--- config.mk ---
export PLATFORM = sky130hd
export DESIGN_NAME = pll_lock_monitor
export DESIGN_NICKNAME = d
export VERILOG_FILES = /design/src/hdl/pll_lock_pkg.sv /design/src/hdl/pll_lock_monitor.sv /design/src/hdl/lock_debounce.sv
export VERILOG_INCLUDE_DIRS = /design/src /design/src/hdl
export SDC_FILE = /design/constraint.sdc
export NUM_CORES = 1
export LEC_CHECK = 0
export BUFFER_PORTS_ARGS = -buffer_cell sky130_fd_sc_hd__buf_2
export CAP_MARGIN = 20
export CORE_UTILIZATION = 25
export DETAILED_ROUTE_END_ITERATION = 7
export PLACE_DENSITY_LB_ADDON = 0.3
export SLEW_MARGIN = 20
export SYNTH_ARGS = -nofsm -noshare
export SYNTH_HDL_FRONTEND = slang
export SYNTH_SLANG_ARGS = --single-unit
--- constraint.sdc ---
create_clock -name clk_in -period 6.4 [get_ports clk_in]
set_clock_uncertainty 0.2 [all_clocks]
set_input_delay 0 -clock clk_in [delete_from_list [all_inputs] [get_ports clk_in]]
set_output_delay 0 -clock clk_in [all_outputs]
set_load 0.01 [all_outputs]
--- src/hdl/pll_lock_params.svh ---
// Offsets, field positions, reset values and counts for the lock monitor
// Operation
// Raw-to-pin bit routes undebounced lock to pin
// Fine enable selects the precision threshold detector
// Two-bit code picks debounce interval length
// Sticky select holds indication after first lock
// Detector runs after calibration unless option set
// Bypass disables detector and forces lock asserted
// Calibration done flag reports calibration progress
// Calibration fail flag reports failure outcome
// Six-bit calibrated band is read only
// Real-time lock status bit is read only
// Real-time rail high and low bits
// Rail statuses set sticky rail event flags
// Locked to unlocked sets loss-of-lock flag
// Event flags clear by writing one only
// Four-bit loss counter increments and saturates
// Counter write loads value, counting continues
// Lock asserts after continuous interval, restarts otherwise
`ifndef PLL_LOCK_PARAMS_SVH
`define PLL_LOCK_PARAMS_SVH

// ==========================================================================
// Register indexes
`define REG_LOCK_CFG        3'h0
`define REG_LOCK_THR        3'h1
`define REG_CAL_STS         3'h2
`define REG_LOCK_STS        3'h3
`define REG_EVENTS          3'h4
`define REG_LOSS_CNT        3'h5

// ==========================================================================
// Lock detect configuration fields
`define CFG_RAW_PIN         9
`define CFG_FINE_EN         8
`define CFG_TIMER_HI        7
`define CFG_TIMER_LO        6
`define CFG_STICKY          5
`define CFG_CAL_DETECT      4
`define CFG_BYPASS          3
`define CFG_FILT_HI         2
`define CFG_FILT_LO         0
`define CFG_USED_MASK       16'h03ff
`define LOCK_CFG_RESET      16'h0180
`define LOCK_THR_RESET      8'h88

// ==========================================================================
// Status and event bit positions
`define STS_RAIL_HIGH       2
`define STS_RAIL_LOW        1
`define STS_LOCK            0
`define EVT_MASK            3'h7
`define LOSS_CNT_MAX        4'hf

// ==========================================================================
// Synchroniser vector layout
`define SYNC_W              12
`define SYN_PRECISION       0
`define SYN_ORIGINAL        1
`define SYN_RAIL_HIGH       2
`define SYN_RAIL_LOW        3
`define SYN_CAL_DONE        4
`define SYN_CAL_FAIL        5
`define SYN_BAND_LO         6
`define SYN_BAND_HI         11

// ==========================================================================
// Debounce counts in system clock cycles
`define DEB_CNT_W           16
`define DEB_SHORT_CYCLES    570
`define DEB_MID_CYCLES      5700
`define DEB_LONG_CYCLES     57000
`define DEB_CODE_NONE       2'h0
`define DEB_CODE_SHORT      2'h1
`define DEB_CODE_MID        2'h2

`endif

--- src/hdl/pll_lock_pkg.sv ---
// State types of the lock monitor and its debouncer
`include "pll_lock_params.svh"
package pll_lock_pkg;

    typedef struct packed {
        logic [`DEB_CNT_W-1:0] count;
        logic                  stable;
    } debounce_state_t;

    typedef struct packed {
        logic [`SYNC_W-1:0] sync1;
        logic [`SYNC_W-1:0] sync2;
        logic [`SYNC_W-1:0] sync3;
        logic [`SYNC_W-1:0] clean;
        logic [15:0]        cfg;
        logic [7:0]         thr;
        logic [2:0]         events;
        logic [3:0]         loss_cnt;
        logic               det_en;
        logic               lock_rt;
        logic               held;
        logic               indication;
        logic               lock_pin;
        logic [15:0]        rdata;
    } monitor_state_t;

endpackage : pll_lock_pkg

--- src/hdl/pll_lock_monitor.sv ---
// Lock monitor: synchronisers, lock gating, events, counter and registers
`timescale 1ns/10ps
`include "pll_lock_params.svh"
module pll_lock_monitor
    import pll_lock_pkg::*;
#(
    parameter int unsigned LOCK_MID_CYCLES  = `DEB_MID_CYCLES,
    parameter int unsigned LOCK_LONG_CYCLES = `DEB_LONG_CYCLES
) (
    input  wire logic        clk_in,
    input  wire logic        rst_n_in,
    // Analog loop indications, asynchronous to clk_in
    input  wire logic        precision_lock_in,
    input  wire logic        original_lock_in,
    input  wire logic        rail_high_in,
    input  wire logic        rail_low_in,
    input  wire logic        cal_done_in,
    input  wire logic        cal_fail_in,
    input  wire logic [5:0]  vco_band_in,
    // Register port
    input  wire logic [2:0]  reg_addr_in,
    input  wire logic        reg_wr_in,
    input  wire logic        reg_rd_in,
    input  wire logic [15:0] reg_wdata_in,
    output logic      [15:0] reg_rdata_out,
    // Outputs to the analog loop and the status pin
    output logic             lock_pin_out,
    output logic             lock_out,
    output logic             detector_enable_out,
    output logic             precision_enable_out,
    output logic [3:0]       fine_lock_upper_threshold_out,
    output logic [3:0]       fine_lock_lower_threshold_out,
    output logic [2:0]       detect_filter_sel_out
);

    // ======================================================================
    // Declarations
    monitor_state_t     state;
    monitor_state_t     next_state;
    logic [`SYNC_W-1:0] raw_inputs;
    logic [`SYNC_W-1:0] agree;
    logic               debounced;
    logic               raw_selected;
    logic               bypass;
    logic               next_lock_rt;
    logic               lock_fall;
    logic [3:0]         cnt_base;
    logic               wr_cfg;
    logic               wr_thr;
    logic               wr_evt;
    logic               wr_cnt;

    // ======================================================================
    // Address decode, shared by write and read paths
    function automatic logic hit(input logic [2:0] addr, input logic [2:0] idx);
        hit = (addr == idx);
    endfunction : hit

    assign raw_inputs = {vco_band_in, cal_fail_in, cal_done_in, rail_low_in,
                         rail_high_in, original_lock_in, precision_lock_in};

    // A bit changes only when second and third stage agree
    genvar g;
    generate
        for (g = 0; g < `SYNC_W; g++) begin : g_agree
            assign agree[g] = ~(state.sync2[g] ^ state.sync3[g]);
        end
    endgenerate

    // ======================================================================
    // Lock gating
    assign bypass       = state.cfg[`CFG_BYPASS];
    assign raw_selected = state.cfg[`CFG_FINE_EN] ? state.clean[`SYN_PRECISION]
                                                  : state.clean[`SYN_ORIGINAL];

    lock_debounce #(
        .SHORT_CYCLES (`DEB_SHORT_CYCLES),
        .MID_CYCLES   (LOCK_MID_CYCLES),
        .LONG_CYCLES  (LOCK_LONG_CYCLES)
    ) u_debounce (
        .clk_in           (clk_in),
        .rst_n_in         (rst_n_in),
        .raw_in           (state.det_en & raw_selected),
        .interval_code_in (state.cfg[`CFG_TIMER_HI:`CFG_TIMER_LO]),
        .stable_out       (debounced)
    );

    assign next_lock_rt = bypass | debounced;
    assign lock_fall    = state.lock_rt & ~next_lock_rt;

    assign wr_cfg = reg_wr_in && hit(reg_addr_in, `REG_LOCK_CFG);
    assign wr_thr = reg_wr_in && hit(reg_addr_in, `REG_LOCK_THR);
    assign wr_evt = reg_wr_in && hit(reg_addr_in, `REG_EVENTS);
    assign wr_cnt = reg_wr_in && hit(reg_addr_in, `REG_LOSS_CNT);

    // A write that meets a fall still counts the fall
    assign cnt_base = wr_cnt ? reg_wdata_in[3:0] : state.loss_cnt;

    // ======================================================================
    // Next state
    always_comb begin
        next_state = state;

        next_state.sync1 = raw_inputs;
        next_state.sync2 = state.sync1;
        next_state.sync3 = state.sync2;
        next_state.clean = (agree & state.sync3) | (~agree & state.clean);

        if (wr_cfg) begin
            next_state.cfg = reg_wdata_in & `CFG_USED_MASK;
        end
        if (wr_thr) begin
            next_state.thr = reg_wdata_in[7:0];
        end

        // Detector waits for calibration unless told to run throughout
        next_state.det_en = ~bypass & (state.cfg[`CFG_CAL_DETECT] |
                                       state.clean[`SYN_CAL_DONE]);

        next_state.lock_rt = next_lock_rt;

        if (!state.cfg[`CFG_STICKY]) begin
            next_state.held = 1'b0;
        end else if (next_lock_rt) begin
            next_state.held = 1'b1;
        end
        next_state.indication = next_lock_rt |
                                (state.cfg[`CFG_STICKY] & state.held);

        next_state.lock_pin = state.cfg[`CFG_RAW_PIN] ? raw_selected
                                                      : next_state.indication;

        // Set wins over a simultaneous write-one clear
        next_state.events = state.events;
        if (wr_evt) begin
            next_state.events = state.events & ~reg_wdata_in[2:0];
        end
        if (state.clean[`SYN_RAIL_HIGH]) begin
            next_state.events[`STS_RAIL_HIGH] = 1'b1;
        end
        if (state.clean[`SYN_RAIL_LOW]) begin
            next_state.events[`STS_RAIL_LOW] = 1'b1;
        end
        if (lock_fall) begin
            next_state.events[`STS_LOCK] = 1'b1;
        end

        next_state.loss_cnt = cnt_base;
        if (lock_fall && cnt_base != `LOSS_CNT_MAX) begin
            next_state.loss_cnt = cnt_base + 4'h1;
        end

        // Read data is registered; unmapped reads give zero
        if (!reg_rd_in) begin
            next_state.rdata = state.rdata;
        end else if (hit(reg_addr_in, `REG_LOCK_CFG)) begin
            next_state.rdata = state.cfg;
        end else if (hit(reg_addr_in, `REG_LOCK_THR)) begin
            next_state.rdata = {8'h00, state.thr};
        end else if (hit(reg_addr_in, `REG_CAL_STS)) begin
            next_state.rdata = {8'h00, state.clean[`SYN_CAL_FAIL],
                                state.clean[`SYN_CAL_DONE],
                                state.clean[`SYN_BAND_HI:`SYN_BAND_LO]};
        end else if (hit(reg_addr_in, `REG_LOCK_STS)) begin
            next_state.rdata = {13'h0000, state.clean[`SYN_RAIL_HIGH],
                                state.clean[`SYN_RAIL_LOW], state.lock_rt};
        end else if (hit(reg_addr_in, `REG_EVENTS)) begin
            next_state.rdata = {13'h0000, state.events & `EVT_MASK};
        end else if (hit(reg_addr_in, `REG_LOSS_CNT)) begin
            next_state.rdata = {12'h000, state.loss_cnt};
        end else begin
            next_state.rdata = 16'h0000;
        end
    end

    // ======================================================================
    // State register
    always_ff @(posedge clk_in or negedge rst_n_in) begin
        if (!rst_n_in) begin
            state     <= '0;
            state.cfg <= `LOCK_CFG_RESET;
            state.thr <= `LOCK_THR_RESET;
        end else begin
            state <= next_state;
        end
    end

    // ======================================================================
    // Outputs, all straight from flops
    assign reg_rdata_out                 = state.rdata;
    assign lock_pin_out                  = state.lock_pin;
    assign lock_out                      = state.indication;
    assign detector_enable_out           = state.det_en;
    assign precision_enable_out          = state.cfg[`CFG_FINE_EN];
    assign fine_lock_upper_threshold_out = state.thr[7:4];
    assign fine_lock_lower_threshold_out = state.thr[3:0];
    assign detect_filter_sel_out         = state.cfg[`CFG_FILT_HI:`CFG_FILT_LO];

endmodule : pll_lock_monitor

--- src/hdl/lock_debounce.sv ---
// Debounce counter for the gated lock signal
`timescale 1ns/10ps
`include "pll_lock_params.svh"
module lock_debounce
    import pll_lock_pkg::*;
#(
    parameter int unsigned SHORT_CYCLES = `DEB_SHORT_CYCLES,
    parameter int unsigned MID_CYCLES   = `DEB_MID_CYCLES,
    parameter int unsigned LONG_CYCLES  = `DEB_LONG_CYCLES
) (
    input  wire logic       clk_in,
    input  wire logic       rst_n_in,
    input  wire logic       raw_in,
    input  wire logic [1:0] interval_code_in,
    output logic            stable_out
);

    debounce_state_t            state;
    debounce_state_t            next_state;
    logic [`DEB_CNT_W-1:0]      target;

    always_comb begin
        case (interval_code_in)
            `DEB_CODE_SHORT: target = `DEB_CNT_W'(SHORT_CYCLES);
            `DEB_CODE_MID:   target = `DEB_CNT_W'(MID_CYCLES);
            default:         target = `DEB_CNT_W'(LONG_CYCLES);
        endcase
    end

    always_comb begin
        next_state = state;
        if (!raw_in) begin
            // Any drop restarts the whole interval
            next_state.count  = '0;
            next_state.stable = 1'b0;
        end else if (interval_code_in == `DEB_CODE_NONE) begin
            next_state.stable = 1'b1;
        end else if (!state.stable) begin
            next_state.count  = state.count + `DEB_CNT_W'(1);
            next_state.stable = (next_state.count >= target);
        end
    end

    always_ff @(posedge clk_in or negedge rst_n_in) begin
        if (!rst_n_in) begin
            state <= '0;
        end else begin
            state <= next_state;
        end
    end

    assign stable_out = state.stable;

endmodule : lock_debounce

# Word-level counts from Yosys, hierarchy flattened
# Cells that the tools add are included.
totals:
  register_bits: 111
  latchBits: 0
  mem_bits_rw: 0
  romBits: 0
  input_bits: 35
  elab_cells: 103
  mem_count: 0
op_classes:
  n_addsub: 2
  mul: 0
  div: 0
  magnitude_cmp: 1
  n_eq_ne: 11
  shifts: 0
  n_mux: 21
  bitwise: 39
  reduce_logical: 11
op_table:
  columns: ["cell", "count"]
  rows:
  - ["17-bit two-way mux", 2]
  - ["16-bit one-hot mux with 2 select lines", 1]
  - ["12-bit AND", 2]
  - ["4-bit two-way mux", 5]
  - ["16-bit by 1-bit adder with 16-bit output (second input constant)", 1]
  - ["16-bit >= comparator", 1]
  - ["16-bit two-way mux", 1]
  - ["8-bit two-way mux", 2]
  - ["1-bit inverter", 14]
  - ["12-bit inverter", 1]
  - ["12-bit OR", 1]
  - ["1-bit XOR", 12]
  - ["10-bit two-way mux", 1]
  - ["1-bit two-way mux", 8]
  - ["3-bit by 2-bit equality test with 1-bit output (second input constant)", 2]
  - ["3-bit equality test (second input constant)", 2]
  - ["2-bit nonzero test", 3]
  - ["1-bit logical AND", 5]
  - ["4-bit by 1-bit adder with 4-bit output (second input constant)", 1]
  - ["1-bit AND", 4]
  - ["2-bit != test (second input constant)", 2]
  - ["4-bit != test (second input constant)", 1]
  - ["3-bit AND", 1]
  - ["3-bit by 1-bit equality test with 1-bit output (second input constant)", 1]
  - ["9 further kinds", 11]

# Depth between registers and ports, before layout
# Gate-level depths: netlist (run 1).
logic_depth:
  word_depth: 7
  depth_mapped: 11

# Modules after synthesis
# Synthesis (run 1) repeated with hierarchy kept, for this count alone.
unflattened:
  hier_cells: 405
  area_unflattened_um2: 4880.9
modules_own_cells:
  columns: ["mod", "instances", "cells_each", "area_each_um2", "seq_area_each_um2"]
  rows:
  - ["pll_lock_monitor", 1, 255, 3468.3, 2207.1]
  - ["lock_debounce", 1, 150, 1412.6, 425.4]

# Worst setup path before layout (run 1)
# No wires, ideal clock.
synth_timing:
  path_kind: "register to register"
  from: "reg u_debounce.state[1] (netlist name)"
  to: "reg u_debounce.state, in the netlist u_debounce.stable_out"
  setup_ns: 0.120
  arrival_time_ns: 2.368
  required_time_ns: 6.080
  path_slack_ns: 3.711
  stages_incl_launch_ff: 10
  n_path_buf: 0
  path_cell_list: "dfrtp_1 -> ha_1 -> nand3_2 -> nor4_2 -> nand3_1 -> xnor2_1 -> ha_1 -> a2111oi_0 -> a221oi_1 -> a41o_1"
synth_rtl:
  columns: ["item", "line_no", "rtl"]
  rows:
  - ["from (decl)", "lock_debounce.sv:18", "debounce_state_t state;"]
  - ["from (signal assigned)", "lock_debounce.sv:48", "state <= next_state;"]

==> results of run 1 <==
## layer usage
| metal | GRT usage (%) | up-vias | wire [µm] |
|---|---|---|---|
| met5 | 0 | - | 0 |
| met4 | 5.495 | 0 | 230 |
| met3 | 2.168 | 15 | 367 |
| met2 | 16.53 | 56 | 4513 |
| met1 | 14.76 | 1465 | 4751 |
| li1 | - | 1468 | - |
## power by group through the flow
stage,Combinational [µW],Sequential [µW],Clock [µW]
detailed placement,287,817,0
CTS,301,804,633
global placement,280,815,0
finish,296,802,612
global route,334,813,663
floorplan,218,800,0
## layout by cell type (no fill, tap or decap), types with 2 or more instances in the layout
master / synthesis / layout
mux2i_1: 11 / 11
nor2_1: 34 / 34
nand4_2: 2 / 2
dlygate4sd3_1: 0 / 26
xnor2_1: 13 / 13
inv_1: 13 / 13
ha_1: 18 / 18
clkinv_4: 0 / 2
clkbuf_16: 0 / 9
nand3_1: 13 / 13
o21ai_0: 12 / 12
a21oi_1: 14 / 14
xor2_1: 17 / 17
nor3_1: 7 / 6
mux2_2: 23 / 23
nand2_1: 26 / 26
nand3_2: 2 / 2
o21a_1: 2 / 2
buf_4: 27 / 2
dfstp_2: 4 / 4
a222oi_1: 2 / 2
maj3_1: 12 / 12
buf_2: 4 / 52
conb_1: 1 / 6
nand4_1: 6 / 6
o22ai_1: 5 / 5
a2111oi_0: 2 / 2
dfrtp_1: 101 / 101
or3_1: 2 / 2
a21o_1: 2 / 2
bufinv_16: 0 / 2
nand2b_1: 2 / 2
## cell type report
type | count | area (µm²) | share of cell area, %
Sequential cell | 105 | 2633 | 46.38
Multi-Input combinational cell | 249 | 1829 | 32.23
Timing Repair Buffer | 80 | 535.5 | 9.436
Tap cell | 234 | 292.8 | 5.159
Clock buffer | 10 | 239.0 | 4.211
Clock inverter | 6 | 97.59 | 1.720
Inverter | 13 | 48.80 | 0.8598
## worst paths after layout
check / endpoint / slack (ps) / depth (start not counted)
max in group asynchronous: state[67] / 4790 / 3
setup / recovery: u_debounce.stable_out / 3280 / 9
setup reg to reg: u_debounce.stable_out / 3280 / 9
hold reg to reg: next_state[67] / 150 / 0
min in group clk_in: reg_rdata_out[9] / 60 / 4
hold / removal: next_state[72] / -10 / 2
## kinds of logic after synthesis
family	count (synthesis)	share of synthesized area, %
xor gates and xnor gates	30	5.539
and+or+nand+nor	104	11.11
adders and majority gates	30	7.281
muxes	35	8.256
other	1	0.07906
DFF	105	55.50
buffers and inverters	53	6.436
AOI/OAI and AO/OA	44	5.803
## metrics by stage
stage / util [%] / total power, µW
after floorplan: - / 1018
after CTS: 30.44 / 1738
after global routing: 30.44 / 1809
final: 30.44 / 1710
after detailed placement: 27.24 / 1104
after global placement: 27.24 / 1095
==> results_dict.tcl, run 1 <==
set metrics [dict create \
    status "finished, violations left" \
    violations "hold timing" \
    required_ps 6430 \
    antenna_cells 0 \
    antenna_left 0 \
    setup_tns_ps 0 \
    fmax_ghz 0.3205 \
    cp.buffers_inverters 0 \
    syn2layout_area_growth_pct 19.65 \
    path_clk_slew_ps 70 \
    ys_types 46 \
    dp_hpwl_um 6956 \
    clkPwrFrac_pct 35.8 \
    period_share_pct 48.76 \
    max_stage_delay_ps 510 \
    h-tree-depth 3 \
    crit_slowest_cell "nor4_2" \
    min_path_type "in -> async" \
    cts-root-buf "clkbuf_16" \
    ir_worst_vdd_mv 0.1416 \
    worst-endpoint-arrival_ps 3150 \
    rows 50 \
    yosysWarnings 0 \
    fin_cells 697 \
    grt_pass1_wl_um 16460 \
    ctsHoldBuffers 26 \
    cp_common_cell "ha_1" \
    vias 3004 \
    dieArea_mm2 0.01953 \
    switching_share_pct 27.56 \
    num-fill-cells 1902 \
    worst_setup_path_start_kind "register" \
    hold_viol_final 11 \
    cts.sinks 105 \
    grt_max_degree 63 \
    r2r_start "u_debounce.state[1]" \
    final_nets 511 \
    wire_per_inst_um 14.15 \
    grt_overflow_total 0 \
    async_flop_share_pct 100.0 \
    syn_area_mm2 0.004743 \
    cts_resized 0 \
    internal_power_uw 1239 \
    numCtsBuffers 9 \
    track_usage_pct 10.91 \
    maxCapViolations 0 \
    antenna_found_initial 0 \
    synthCells 402 \
    holdWs_ps -13.67 \
    grt_pass1_vias 3034 \
    synth_edf_count 0 \
    finalSetupViolations 0 \
    fin_crit_ps 3121 \
    clk_latency_ps 350 \
    path_class "reg -> reg" \
    postPlaceCellArea_mm2 0.005079 \
    yosys-top-cells-area "dfrtp_1 (53%), mux2_2 (5.5%), ha_1 (4.7%)" \
    tightest_slew_ps 1084 \
    cp-startpoint "u_debounce.state[1]" \
    post_cts_buffers 0 \
    stdcell_area_mm2 0.005675 \
    p_per_area_mw_per_mm2 301.4 \
    coreArea_mm2 0.01864 \
    layout_setup_ws_ps 3279 \
    path_cells "ha_1 -> nand3_2 -> nor4_2 -> nand3_1 -> xnor2_1 -> ha_1 -> a2111oi_0 -> a221oi_1 -> a41o_1" \
    io_buffer_count 53 \
    rsz0062_at_grt "false" \
    drt_iter0_markers 182 \
    synth_most_common_cell "dfrtp_1" \
    p_comb_share_pct 17.3 \
    max-slew-margin-rel_pct 27.36 \
    ioPinCount 66 \
    synthTopCellsByCount "dfrtp_1 (101), nor2_1 (34), buf_4 (27), nand2_1 (26), mux2_2 (23)" \
    synth_top_area_share_pct 53.28 \
    synth_area_per_cell_um2 11.80 \
    place_congestion 0.8563 \
    p_leak_uw 0.002510 \
    clockBufferDepth 2 \
    ys_seq_area_share_pct 55.50 \
    viasPerCell 4.310 \
    wl_um 9863 \
    dp_slack_ps 3277 \
    seqPwrFrac_pct 46.9 \
    die_y_um 139.7 \
    remaining_drc_errors 0 \
    ys_seq_elements 105 \
    dp_cells 655 \
    cts_tree "yes" \
    post-synth-top-area-cell "dfrtp_1" \
    drive_gt1_share_pct 23.33 \
    die_width_um 139.7 \
    path_delay_family "compound AO/OA/AOI/OAI gates" \
    worstPathMaxFanout 9 \
    switchingPower_uw 471.4 \
    dr.pass1.iters 4 \
    synth_ff_type "dfrtp_1" \
    start_util_pct 25.44 \
    endpoint_kind "register" \
    report.final.slew_viol_count 0 \
]
No activity file was read; power rests on OpenSTA's default activity.
==> run 2: changes to the inputs <==
==> constraint.sdc (replaced) <==
create_clock -name clk_in -period 2.65 [get_ports clk_in]
set_clock_uncertainty 0.2 [all_clocks]
set_input_delay 0 -clock clk_in [delete_from_list [all_inputs] [get_ports clk_in]]
set_output_delay 0 -clock clk_in [all_outputs]
set_load 0.01 [all_outputs]
==> run 2 against run 1 <==
Compared with the run above:
- the run now ends clean
- core utilization rose by 0.72 points
- sequential power rose by 140%
- sequential share of layout area down 0.93 points
- power rose by 130%
- non-clock buffer count rose by 18
- hold slack gained 58 ps
- wire length up 2.6%
- critical path type unchanged
- critical endpoint unchanged
- largest power group unchanged
==> results_dict.tcl, run 2 (synthesis results as in run 1) <==
set metrics [dict create \
    drive_gt1_share_pct 27.65 \
    viasPerCell 4.345 \
    final_nets 529 \
    path_cells "nand4_2 -> nor4_4 -> nand3_1 -> xnor2_1 -> ha_1 -> a2111oi_2 -> a221oi_1 -> a41o_1" \
    fmax_ghz 0.4001 \
    numCtsBuffers 9 \
    endpoint_kind "register" \
    internal_power_uw 2820 \
    min_path_type "in -> async" \
    worst_setup_path_start_kind "register" \
    switchingPower_uw 1136 \
    regArea_mm2 0.002641 \
    total_power_uw 3956 \
    num-fill-cells 1903 \
    p_per_area_mw_per_mm2 680.8 \
    ioPinCount 66 \
    clkPwrFrac_pct 31.8 \
    io_buffer_count 53 \
    antenna_left 0 \
    cts.sinks 105 \
    max_stage_delay_ps 440 \
    dieArea_mm2 0.01953 \
    start_util_pct 25.44 \
    wire_per_inst_um 14.16 \
    cts_tree "yes" \
    syn2layout_area_growth_pct 22.50 \
    report.final.slew_viol_count 0 \
    grt_max_degree 56 \
    track_usage_pct 11.25 \
    tightest_slew_ps 729.1 \
    hold_viol_final 0 \
    multi_input_area_mm2 0.001866 \
    clockBufferDepth 2 \
    dp_hpwl_um 7092 \
    rows 50 \
    grt_pass1_wl_um 16920 \
    die_width_um 139.7 \
    maxCapViolations 0 \
    max-slew-margin-rel_pct 51.40 \
    status "finished, final reports clean" \
    vias 3107 \
    path_clk_slew_ps 70 \
    remaining_drc_errors 0 \
    h-tree-depth 3 \
    holdWs_ps 44.04 \
    dr.pass1.iters 5 \
    clk_latency_ps 350 \
    coreArea_mm2 0.01864 \
    grt_overflow_total 0 \
    p_comb_share_pct 19.1 \
    switching_share_pct 28.71 \
    die_y_um 139.7 \
    stdcell_area_mm2 0.005811 \
    fin_util_pct 31.17 \
    p_leak_uw 0.002583 \
    crit_slowest_cell "dfrtp_1" \
    cts-root-buf "clkbuf_16" \
    path_class "reg -> reg" \
    wl_um 10120 \
    seqPwrFrac_pct 49.1 \
    layout_common_cells "dfrtp_1 (94), buf_2 (52), nor2_1 (34)" \
    grt_pass1_vias 3222 \
    required_ps 2690 \
    ir_worst_vdd_mv 0.3534 \
    period_share_pct 94.32 \
    place_congestion 0.8015 \
    fin_crit_ps 2499 \
    finalSetupViolations 0 \
    drt_iter0_markers 162 \
    layout_commonest_cell "dfrtp_1" \
    antenna_cells 0 \
    antenna_found_initial 0 \
    setup_tns_ps 0 \
    worstPathMaxFanout 4 \
    worst-endpoint-arrival_ps 2540 \
    postPlaceCellArea_mm2 0.005213 \
]
run 2: cell types whose count changed in the layout (fill, tap and decap cells not counted), sizes merged:
cell	previous run	this run
buf	54	72
clkinv	2	1
inv	15	14
clkinvlp	0	1
bufinv	2	0
clkbuf	10	13
run 2: worst max-delay path: cells and delay by family, from the launching register on:
kind	cells	cell delay (ps)
AND/OR/NAND/NOR	3	560
adder cells (fa/ha/maj)	1	340
AO/OA/AOI/OAI	3	710
flip-flops	1	440
XOR/XNOR	1	150
run 2: worst paths after layout:
path	from	to	slack [ps]	cells after the start
max in group asynchronous	rst_n_in	precision_enable_out	1420	3
max reg2reg	u_debounce.state[10]	u_debounce.stable_out	150	8
min	rst_n_in	next_state[72]	40	2
max	u_debounce.state[10]	u_debounce.stable_out	150	8
min in group clk_in	reg_addr_in[0]	state[21]	40	4
min reg2reg	next_state[79]	next_state[67]	150	0
run 2: layout make-up:
cell class | instances | share of cell area (%)
sequential | 105 | 45.46
timing repair buffer | 98 | 11.82
inverter | 13 | 0.8398
clock inverter | 3 | 0.4307
tap | 234 | 5.039
clock buffer | 13 | 4.307
multi-input combinational | 249 | 32.11
run 2: through the flow:
step	setup WS (ps)	std cells
final	150.6	715
after global routing	-8.608	715
after CTS	14.06	712
after detailed placement	-56.46	670
after global placement	76.62	670
after floorplan	13.55	407
run 2: per-layer routing:
metal	part of all wire, %	GRT usage (%)
met5	0	0
met4	3.9	7.345
met3	3.7	2.168
met2	44	16.55
met1	48	15.06
run 2: power by group through the flow:
stage / clock [µW] / combinational, µW / sequential, µW
finish: 1260 / 755 / 1940
detailed placement: 0 / 713 / 1980
CTS: 1320 / 754 / 1950
global route: 1380 / 856 / 1970
floorplan: 0 / 527 / 1930
global placement: 0 / 693 / 1970
run 2: what timing repair did:
action,CTS,global route
endpoints found under the hold margin,101,0
hold buffers,26,0
resized for setup,2,13
pin swaps,0,3
setup endpoints to repair,1,1
buffers inserted,0,3
